### config.mk
export PLATFORM = sky130hd
export DESIGN_NAME = acdc_top
export DESIGN_NICKNAME = d
export VERILOG_FILES = /design/src/acdc_pkg.sv /design/src/acdc_top.sv
export SDC_FILE = /design/constraint.sdc
export NUM_CORES = 1
export LEC_CHECK = 0
export ABC_AREA = 1
export BUFFER_PORTS_ARGS = -buffer_cell sky130_fd_sc_hd__buf_2
export CAP_MARGIN = 20
export CORE_ASPECT_RATIO = 2
export CORE_UTILIZATION = 56
export DETAILED_ROUTE_END_ITERATION = 10
export PLACE_DENSITY_LB_ADDON = 0.05
export SYNTH_ARGS = -nofsm -noshare
export SYNTH_HDL_FRONTEND = slang
export SYNTH_SLANG_ARGS = --single-unit
### constraint.sdc
create_clock -name clk -period 2.05 [get_ports clk]
set_input_delay 0.615 -clock clk [delete_from_list [all_inputs] [get_ports clk]]
set_output_delay 0.615 -clock clk [all_outputs]
set_load 0.03 [all_outputs]
### src/acdc_pkg.sv
// shared constants and types of the aligned clock divider configuration block
package acdc_pkg;

   // register map
   localparam logic [31:0] ACDC_CFG1_OFFSET = 32'h0000_0000;
   localparam logic [31:0] ACDC_CFG1_RESET  = 32'h0400_0000;
   localparam logic [31:0] ACDC_ZERO_WORD   = 32'h0000_0000;

   // field positions of aligned_clock_config_one
   localparam int FIRST_STAGE_LSB = 0;
   localparam int PBUS0_LSB       = 2;
   localparam int PBUS1_LSB       = 5;
   localparam int MEMCLK_EN_BIT   = 8;
   localparam int SUBSYS_LSB      = 9;
   localparam int MUX_SEL_BIT     = 12;
   localparam int FIF0_LSB        = 13;
   localparam int FIF1_LSB        = 16;
   localparam int DDR_LSB         = 19;
   localparam int BASE_LSB        = 22;
   localparam int PERSIST_BIT     = 25;
   localparam int PLL_INIT_BIT    = 26;

   localparam int RATIO_W  = 3;
   localparam int FIRST_W  = 2;
   localparam int DIVCNT_W = 5;

   // second stage ratio codes
   localparam logic [RATIO_W-1:0] RATIO_1  = 3'h0;
   localparam logic [RATIO_W-1:0] RATIO_2  = 3'h1;
   localparam logic [RATIO_W-1:0] RATIO_4  = 3'h2;
   localparam logic [RATIO_W-1:0] RATIO_8  = 3'h4;
   localparam logic [RATIO_W-1:0] RATIO_16 = 3'h5;
   localparam logic [RATIO_W-1:0] RATIO_32 = 3'h6;

   // first stage ratio codes
   localparam logic [FIRST_W-1:0] FIRST_1 = 2'h0;
   localparam logic [FIRST_W-1:0] FIRST_2 = 2'h1;
   localparam logic [FIRST_W-1:0] FIRST_3 = 2'h2;

   // divider terminal counts (ratio minus one)
   localparam logic [DIVCNT_W-1:0] TC_1  = 5'h00;
   localparam logic [DIVCNT_W-1:0] TC_2  = 5'h01;
   localparam logic [DIVCNT_W-1:0] TC_3  = 5'h02;
   localparam logic [DIVCNT_W-1:0] TC_4  = 5'h03;
   localparam logic [DIVCNT_W-1:0] TC_8  = 5'h07;
   localparam logic [DIVCNT_W-1:0] TC_16 = 5'h0F;
   localparam logic [DIVCNT_W-1:0] TC_32 = 5'h1F;

   // second stage divider indexes; the first four pass the aligned muxes
   localparam int DIV_SUBSYS = 0;
   localparam int DIV_PBUS0  = 1;
   localparam int DIV_PBUS1  = 2;
   localparam int DIV_DDR    = 3;
   localparam int DIV_FIF0   = 4;
   localparam int DIV_FIF1   = 5;
   localparam int DIV_BASE   = 6;
   localparam int NUM_DIV    = 7;
   localparam int NUM_MUX    = 4;

   typedef struct packed {
      logic                valid;
      logic [DIVCNT_W-1:0] tc;
   } acdcRatio_t;

   // flash configuration load
   typedef struct packed {
      logic               load;
      logic               persist;
      logic               muxSel;
      logic [RATIO_W-1:0] baseRatio;
   } acdcFlash_t;

   // one-cycle clock enables, each high at a rising edge of its clock
   typedef struct packed {
      logic subsystemClock;
      logic periphBus0Clock;
      logic periphBus1Clock;
      logic ddrIfaceClock;
      logic fabricIf0Clock;
      logic fabricIf1Clock;
      logic regeneratedBaseClock;
      logic memctrlClock;
   } acdcClkEn_t;

endpackage

### src/acdc_top.sv
// aligned clock divider configuration register, dividers, aligned muxes and reset control
//
// Operation
// - controller reset follows every system reset unless persistence bit set; then power-on only
// - pll reset output is the inverted active-low controller reset
// - ddr interface ratio accepts run-time writes with source clock running
// - second fabric interface ratio accepts run-time writes
// - first fabric interface ratio accepts run-time writes
// - one select moves all four aligned muxes: one standby, zero dividers
// - subsystem clock ratio accepts run-time writes
// - memory controller clock gated off at zero; not changed while running (this design accepts writes to it at any time)
// - second peripheral bus ratio accepts run-time writes
// - first peripheral bus ratio accepts run-time writes
// - first stage divides by 1, 2 or 3; 11 reserved; set statically (this design accepts run-time writes, applied at first stage wrap)
// - ratio codes 000,001,010,100,101,110 give 1,2,4,8,16,32; others reserved
// - pll init bit forces aligned muxes to standby and memory clock off
//
// Decided for this implementation: the APB slave port and the register addresses.
`timescale 1ns/1ns
module acdc_top
   import acdc_pkg::*;
(
   input  wire logic        clk,
   input  wire logic        srst,
   input  wire logic        sysResetReq,
   input  wire logic        standbyTick,
   input  wire acdcFlash_t  flashCfg,
   input  wire logic        psel,
   input  wire logic        penable,
   input  wire logic        pwrite,
   input  wire logic [31:0] paddr,
   input  wire logic [31:0] pwdata,
   output logic      [31:0] prdata,
   output logic             pready,
   output logic             pslverr,
   output acdcClkEn_t       clkEn,
   output logic             clockCtrlResetN,
   output logic             pllResetOut
);

   // ratio code to terminal count; reserved codes report invalid
   function automatic acdcRatio_t ratioDecode(input logic [RATIO_W-1:0] code);
      acdcRatio_t r;
      r.valid = 1'b1;
      case (code)
         RATIO_1:  r.tc = TC_1;
         RATIO_2:  r.tc = TC_2;
         RATIO_4:  r.tc = TC_4;
         RATIO_8:  r.tc = TC_8;
         RATIO_16: r.tc = TC_16;
         RATIO_32: r.tc = TC_32;
         default: begin
            r.valid = 1'b0;
            r.tc    = TC_1;
         end
      endcase
      return r;
   endfunction

   function automatic acdcRatio_t firstDecode(input logic [FIRST_W-1:0] code);
      acdcRatio_t r;
      r.valid = 1'b1;
      case (code)
         FIRST_1: r.tc = TC_1;
         FIRST_2: r.tc = TC_2;
         FIRST_3: r.tc = TC_3;
         default: begin
            r.valid = 1'b0;
            r.tc    = TC_1;
         end
      endcase
      return r;
   endfunction

   // register fields
   logic [FIRST_W-1:0]  firstStageRatio_q;
   logic [RATIO_W-1:0]  periphBus0Ratio_q;
   logic [RATIO_W-1:0]  periphBus1Ratio_q;
   logic                memctrlClkEn_q;
   logic [RATIO_W-1:0]  subsystemClockRatio_q;
   logic                alignedMuxSelect_q;
   logic [RATIO_W-1:0]  fabricIf0Ratio_q;
   logic [RATIO_W-1:0]  fabricIf1Ratio_q;
   logic [RATIO_W-1:0]  ddrIfaceRatio_q;
   logic [RATIO_W-1:0]  baseRegenRatio_q;
   logic                resetPersistenceBit_q;
   logic                pllInit_q;

   // bus
   logic                pready_q;
   logic                pslverr_q;
   logic [31:0]         prdata_q;
   logic                addrHit;
   logic                wrEn;
   logic [31:0]         readWord;

   // resets
   logic                clockCtrlResetN_q;
   logic                pllResetOut_q;
   logic                divRst;

   // dividers
   logic [DIVCNT_W-1:0] firstCnt_q;
   logic [DIVCNT_W-1:0] firstTc_q;
   logic                aTick_q;
   logic [RATIO_W-1:0]  ratioCode [NUM_DIV];
   logic [DIVCNT_W-1:0] divCnt_q  [NUM_DIV];
   logic [DIVCNT_W-1:0] divTc_q   [NUM_DIV];
   logic [DIVCNT_W-1:0] divTc_d   [NUM_DIV];
   logic [NUM_DIV-1:0]  divPulse_q;
   logic [NUM_MUX-1:0]  muxApplied_q;
   logic [NUM_MUX-1:0]  muxIdle;
   logic                muxForce;
   acdcClkEn_t          clkEn_q;
   acdcRatio_t          firstDec;
   acdcRatio_t          divDec    [NUM_DIV];

   // ---------------- APB slave ----------------
   assign addrHit = (paddr == ACDC_CFG1_OFFSET);
   assign wrEn    = psel & penable & pready_q & pwrite & addrHit;

   always_comb begin
      readWord                                       = ACDC_ZERO_WORD;
      readWord[FIRST_STAGE_LSB +: FIRST_W]           = firstStageRatio_q;
      readWord[PBUS0_LSB +: RATIO_W]                 = periphBus0Ratio_q;
      readWord[PBUS1_LSB +: RATIO_W]                 = periphBus1Ratio_q;
      readWord[MEMCLK_EN_BIT]                        = memctrlClkEn_q;
      readWord[SUBSYS_LSB +: RATIO_W]                = subsystemClockRatio_q;
      readWord[MUX_SEL_BIT]                          = alignedMuxSelect_q;
      readWord[FIF0_LSB +: RATIO_W]                  = fabricIf0Ratio_q;
      readWord[FIF1_LSB +: RATIO_W]                  = fabricIf1Ratio_q;
      readWord[DDR_LSB +: RATIO_W]                   = ddrIfaceRatio_q;
      readWord[BASE_LSB +: RATIO_W]                  = baseRegenRatio_q;
      readWord[PERSIST_BIT]                          = resetPersistenceBit_q;
      readWord[PLL_INIT_BIT]                         = pllInit_q;
   end

   // one wait-free access phase: ready rises in the cycle after setup
   always_ff @(posedge clk) begin
      if (srst) begin
         pready_q  <= 1'b0;
         pslverr_q <= 1'b0;
         prdata_q  <= ACDC_ZERO_WORD;
      end else begin
         pready_q  <= psel & ~penable;
         pslverr_q <= psel & ~penable & ~addrHit;
         prdata_q  <= (psel & ~penable & ~pwrite & addrHit) ? readWord : ACDC_ZERO_WORD;
      end
   end

   // software-writable fields; run-time ratio writes apply at divider wrap
   always_ff @(posedge clk) begin
      if (srst) begin
         firstStageRatio_q     <= ACDC_CFG1_RESET[FIRST_STAGE_LSB +: FIRST_W];
         periphBus0Ratio_q     <= ACDC_CFG1_RESET[PBUS0_LSB +: RATIO_W];
         periphBus1Ratio_q     <= ACDC_CFG1_RESET[PBUS1_LSB +: RATIO_W];
         memctrlClkEn_q        <= ACDC_CFG1_RESET[MEMCLK_EN_BIT];
         subsystemClockRatio_q <= ACDC_CFG1_RESET[SUBSYS_LSB +: RATIO_W];
         fabricIf0Ratio_q      <= ACDC_CFG1_RESET[FIF0_LSB +: RATIO_W];
         fabricIf1Ratio_q      <= ACDC_CFG1_RESET[FIF1_LSB +: RATIO_W];
         ddrIfaceRatio_q       <= ACDC_CFG1_RESET[DDR_LSB +: RATIO_W];
         pllInit_q             <= ACDC_CFG1_RESET[PLL_INIT_BIT];
      end else if (wrEn) begin
         firstStageRatio_q     <= pwdata[FIRST_STAGE_LSB +: FIRST_W];
         periphBus0Ratio_q     <= pwdata[PBUS0_LSB +: RATIO_W];
         periphBus1Ratio_q     <= pwdata[PBUS1_LSB +: RATIO_W];
         memctrlClkEn_q        <= pwdata[MEMCLK_EN_BIT];
         subsystemClockRatio_q <= pwdata[SUBSYS_LSB +: RATIO_W];
         fabricIf0Ratio_q      <= pwdata[FIF0_LSB +: RATIO_W];
         fabricIf1Ratio_q      <= pwdata[FIF1_LSB +: RATIO_W];
         ddrIfaceRatio_q       <= pwdata[DDR_LSB +: RATIO_W];
         pllInit_q             <= pwdata[PLL_INIT_BIT];
      end
   end

   // flash-only fields; software writes to them are ignored
   always_ff @(posedge clk) begin
      if (srst) begin
         resetPersistenceBit_q <= ACDC_CFG1_RESET[PERSIST_BIT];
         alignedMuxSelect_q    <= ACDC_CFG1_RESET[MUX_SEL_BIT];
         baseRegenRatio_q      <= ACDC_CFG1_RESET[BASE_LSB +: RATIO_W];
      end else if (flashCfg.load) begin
         resetPersistenceBit_q <= flashCfg.persist;
         alignedMuxSelect_q    <= flashCfg.muxSel;
         baseRegenRatio_q      <= flashCfg.baseRatio;
      end
   end

   // ---------------- reset control ----------------
   always_ff @(posedge clk) begin
      if (srst) begin
         clockCtrlResetN_q <= 1'b0;
         pllResetOut_q     <= 1'b1;
      end else begin
         clockCtrlResetN_q <= ~(sysResetReq & ~resetPersistenceBit_q);
         pllResetOut_q     <= ~clockCtrlResetN_q;
      end
   end

   assign divRst = srst | ~clockCtrlResetN_q;

   // ---------------- first stage divider ----------------
   assign firstDec = firstDecode(firstStageRatio_q);

   // reserved code keeps the last valid ratio
   always_ff @(posedge clk) begin
      if (divRst) begin
         firstCnt_q <= TC_1;
         firstTc_q  <= TC_1;
         aTick_q    <= 1'b0;
      end else if (firstCnt_q == TC_1) begin
         aTick_q    <= 1'b1;
         firstTc_q  <= firstDec.valid ? firstDec.tc : firstTc_q;
         firstCnt_q <= firstDec.valid ? firstDec.tc : firstTc_q;
      end else begin
         aTick_q    <= 1'b0;
         firstCnt_q <= firstCnt_q - TC_2;
      end
   end

   // ---------------- second stage dividers ----------------
   assign ratioCode[DIV_SUBSYS] = subsystemClockRatio_q;
   assign ratioCode[DIV_PBUS0]  = periphBus0Ratio_q;
   assign ratioCode[DIV_PBUS1]  = periphBus1Ratio_q;
   assign ratioCode[DIV_DDR]    = ddrIfaceRatio_q;
   assign ratioCode[DIV_FIF0]   = fabricIf0Ratio_q;
   assign ratioCode[DIV_FIF1]   = fabricIf1Ratio_q;
   assign ratioCode[DIV_BASE]   = baseRegenRatio_q;

   // new ratio taken only at period boundary; reserved code holds the old one
   always_comb begin
      for (int i = 0; i < NUM_DIV; i++) begin
         divDec[i]  = ratioDecode(ratioCode[i]);
         divTc_d[i] = divDec[i].valid ? divDec[i].tc : divTc_q[i];
      end
   end

   // every pulse is registered in the cycle after an intermediate tick, so divider outputs stay aligned
   always_ff @(posedge clk) begin
      for (int i = 0; i < NUM_DIV; i++) begin
         if (divRst) begin
            divCnt_q[i]   <= TC_1;
            divTc_q[i]    <= TC_1;
            divPulse_q[i] <= 1'b0;
         end else if (aTick_q && divCnt_q[i] == TC_1) begin
            divPulse_q[i] <= 1'b1;
            divTc_q[i]    <= divTc_d[i];
            divCnt_q[i]   <= divTc_d[i];
         end else begin
            divPulse_q[i] <= 1'b0;
            if (aTick_q) begin
               divCnt_q[i] <= divCnt_q[i] - TC_2;
            end
         end
      end
   end

   // ---------------- aligned no-glitch muxes ----------------
   assign muxForce = alignedMuxSelect_q | pllInit_q;

   // a mux changes source only in a cycle where neither input pulses; a 1:1
   // divider enable never idles, so then only the standby gap is awaited
   always_comb begin
      for (int m = 0; m < NUM_MUX; m++) begin
         muxIdle[m] = !standbyTick &&
                      (!divPulse_q[m] || (firstTc_q == TC_1 && divTc_q[m] == TC_1));
      end
   end

   always_ff @(posedge clk) begin
      for (int m = 0; m < NUM_MUX; m++) begin
         if (srst) begin
            muxApplied_q[m] <= 1'b1;
         end else if (muxIdle[m]) begin
            muxApplied_q[m] <= muxForce;
         end
      end
   end

   always_ff @(posedge clk) begin
      if (srst) begin
         clkEn_q <= '0;
      end else begin
         clkEn_q.subsystemClock       <= muxApplied_q[DIV_SUBSYS] ? standbyTick
                                                                  : divPulse_q[DIV_SUBSYS];
         clkEn_q.periphBus0Clock      <= muxApplied_q[DIV_PBUS0] ? standbyTick
                                                                 : divPulse_q[DIV_PBUS0];
         clkEn_q.periphBus1Clock      <= muxApplied_q[DIV_PBUS1] ? standbyTick
                                                                 : divPulse_q[DIV_PBUS1];
         clkEn_q.ddrIfaceClock        <= muxApplied_q[DIV_DDR] ? standbyTick
                                                               : divPulse_q[DIV_DDR];
         clkEn_q.fabricIf0Clock       <= divPulse_q[DIV_FIF0];
         clkEn_q.fabricIf1Clock       <= divPulse_q[DIV_FIF1];
         clkEn_q.regeneratedBaseClock <= divPulse_q[DIV_BASE];
         clkEn_q.memctrlClock         <= aTick_q & memctrlClkEn_q & ~pllInit_q;
      end
   end

   assign prdata          = prdata_q;
   assign pready          = pready_q;
   assign pslverr         = pslverr_q;
   assign clkEn           = clkEn_q;
   assign clockCtrlResetN = clockCtrlResetN_q;
   assign pllResetOut     = pllResetOut_q;

endmodule
==> results.md <==
- CP Class: reg -> reg
- Starting Density: 0.5782
- Yosys warns: 0
- CTS tree: yes
- Starting DRT DRC Count: 319
- Sink Count: 158
- CP Data Required Time: 2100 ps
- Slowest-stage cell, CP: o21ai_0
- Vias/cell: 5.285
- Hold Vio Cnt, Final: 0
- Most frequent CP cell: inv_1
- Clock Skew: 9.798 ps
- Post-synth ARST share: 0
- Number of cell rows: 56
- CP startpoint kind: flop
- Fill cells: 963
- Status: finished clean
- Dpl ws: 50.25 ps
- Core box area: 11840 um^2
- CTS Buf Count: 17
- Main flop type after synthesis: dfxtp_1
- Final min period: 1953 ps
- PwrDens: 855.2 nW/um^2
- Commonest non-fill, non-tap cell in the layout: nor2_1
- Worst-path clk slew: 60 ps
- Period utilization: 0.9527
- Most frequent cells in the layout: 128 x nor2_1, 123 x nand2_1, 118 x inv_1
- Gr usage total: 0.2588
- Setup Buffers After CTS: 0
- CP Buf/Inv Count: 2
- Antenna-violating nets left: 0
- Crit path max fanout: 5
- Detailed-route DRC error count: 0
- Nets: 987
- Pint: 0.005403 W
- Post-synthesis sequential area ratio: 0.5643
- Final max-slew violation count: 0
- Cell family with most CP delay: compound AO/OA/AOI/OAI gates
- Net Switching: 0.001550 W
- Root Buffer: clkbuf_16
- Largest net degree at the start of global routing: 45
- Antenna violations before repair: 1
- H-tree levels: 4
- Final WS setup: 96.99 ps
- DR WL/cell: 14.33 um
- FMAX: 0.5120 GHz
- Final Util: 0.6866
- Relative max-transition margin: 0.5171
- Post-synth EDFFs: 70
- Sw frac: 0.2229
- Max Buffers Root-to-Sink: 2
- Synth cell types: 37
- Share of cells above drive strength 1: 0.1792
- Ant diodes: 0
- Synthesized flop and latch total: 158
- Die height: 158.4 um
- Final number of setup-violating endpoints: 0
- Ordered cell list for the critical path: inv_1 -> ha_1 -> nand2_1 -> nor2_1 -> inv_1 -> o21ai_0
- Full die area: 12700 um^2
- Max Cap Viol: 0
- Post-Syn Area: 6847 um^2
- Worst vdd ir: 0.6022 mV
- Critical Path AT: 2000 ps
- Worst min path class: in -> reg
- Cells after Synth: 786
- Pre-Repair DR Iteration Count: 8
- Combinational power share: 0.066
- Static Leakage: 3.751 nW
- Hold Worst Slack: 372.0 ps
- IO Pins: 121
- Die W: 80.19 um
- Final HPWL from detailed placement: 11280 um
- Final wirelength: 15190 um
- Total power: 0.006953 W
- P&R area growth vs syn: 18.75%
- Critical Path Max Stage Delay: 580 ps
- Vias: 5602
- Clk_lat worst skew: 420 ps
- First-pass GRT wire length: 24750 um
- Setup TNS Final: 0 ps
- Port Buffer Count: 105
- Sequential Power Share: 0.493
- Vias in the first global route: 5625
- GPL Wtd Cong: 0.9408
- Clock power frac: 0.440
- RSZ-0062 raised after global routing: false
- Worst slew pin tran: 716.7 ps
- Overflow after GRT: 0
- Setup crit end kind: flop
- Avg Inst Size Synth: 8.711 um^2
- Hold_buf cts: 0
## worst reg2reg max path, cell delays in order (launching register included)
cell	delay, ps
edfxtp_1	390
inv_1	90
ha_1	190
nand2_1	90
nor2_1	170
inv_1	80
o21ai_0	580
## final cells by class
| type | count | area [um^2] | area share |
|---|---|---|---|
| flip-flops and latches | 158 | 3864 | 0.4752 |
| multi-input cells | 485 | 2380 | 0.2927 |
| repair buffers | 117 | 665.6 | 0.08187 |
| inverters | 123 | 464.2 | 0.05709 |
| clock buffers | 21 | 460.4 | 0.05663 |
| well taps | 145 | 181.4 | 0.02231 |
| clock inverters | 11 | 115.1 | 0.01416 |
## registers in the layout, indices dropped and copies added, names as in the netlist, 2 cells and up
signal and flops:
subsystemClockRatio_q 3, ddrIfaceRatio_q 3, firstCnt_q 5, fabricIf1Ratio_q 3, divCnt_q 35, baseRegenRatio_q 3
periphBus0Ratio_q 3, periphBus1Ratio_q 3, muxApplied_q 4, firstTc_q 5, divPulse_q 7, clkEn 8
fabricIf0Ratio_q 3, firstStageRatio_q 2, prdata 27, divTc_q 35
## final timing paths
check                                    start               to  slack [ps]  cells past startpoint
worst max register to register  divCnt_q[3][0]   divTc_q[0][18]         100                      6
worst min-delay path               sysResetReq  clockCtrlResetN         370                      2
worst max-delay path            divCnt_q[3][0]   divTc_q[0][18]         100                      6
worst min register to register   divPulse_q[6]         clkEn[1]         410                      2
## per-layer routing
metal | vias to the layer above | global-route usage | wire [um]
met5 | - | 0 | 12
met3 | 40 | 0.05845 | 656
met1 | 2617 | 0.2434 | 5479
met4 | 2 | 0.1131 | 420
met2 | 167 | 0.5120 | 8622
li1 | 2776 | - | -
## power groups by stage
stage	logic [W]	registers, W	clock network (W)
floorplan	0.000280	0.00350	0
global placement	0.000441	0.00349	0
detailed placement	0.000458	0.00350	0
CTS	0.000463	0.00343	0.00308
global route	0.000517	0.00344	0.00321
finish	0.000462	0.00343	0.00306
## synthesized netlist by cell type, types with 5 or more instances
cell type	n	area (um^2)
dfxtp_1	88	1762
buf_4	9	67.56
a21oi_1	43	215.2
xnor2_1	7	61.31
inv_1	118	442.9
nor3_1	8	40.04
nand2_1	123	461.7
edfxtp_1	70	2102
clkbuf_1	6	22.52
nand3_1	57	285.3
o21ai_0	41	205.2
xor2_1	7	61.31
a31o_1	5	43.79
o22ai_1	27	168.9
nor2_1	129	484.2
ha_1	8	100.1
## stage by stage
| step | area (um^2) | instances |
|---|---|---|
| after floorplan | 6862 | 790 |
| after global placement | 7555 | 1028 |
| after detailed placement | 7555 | 1028 |
| after CTS | 8130 | 1060 |
| after global routing | 8130 | 1060 |
| final | 8130 | 1060 |
## timing repair
item	CTS	global route
resized for setup	0	6
endpoints found under the hold margin	0	0
endpoints found under the setup margin	0	30
## kinds of logic (layout without fill, tap and decap cells)
group / count (synthesis) / count (layout) / share of synthesized area
AO/OA/AOI/OAI: 125 / 125 / 0.1009
flip-flops: 158 / 158 / 0.5643
adder cells (fa/ha/maj): 8 / 8 / 0.01462
AND/OR/NAND/NOR: 333 / 333 / 0.2103
buffers and inverters: 147 / 272 / 0.09137
XOR/XNOR: 14 / 14 / 0.01791
other: 1 / 5 / 0.0005477
No activity file was read; power rests on OpenSTA's default activity.
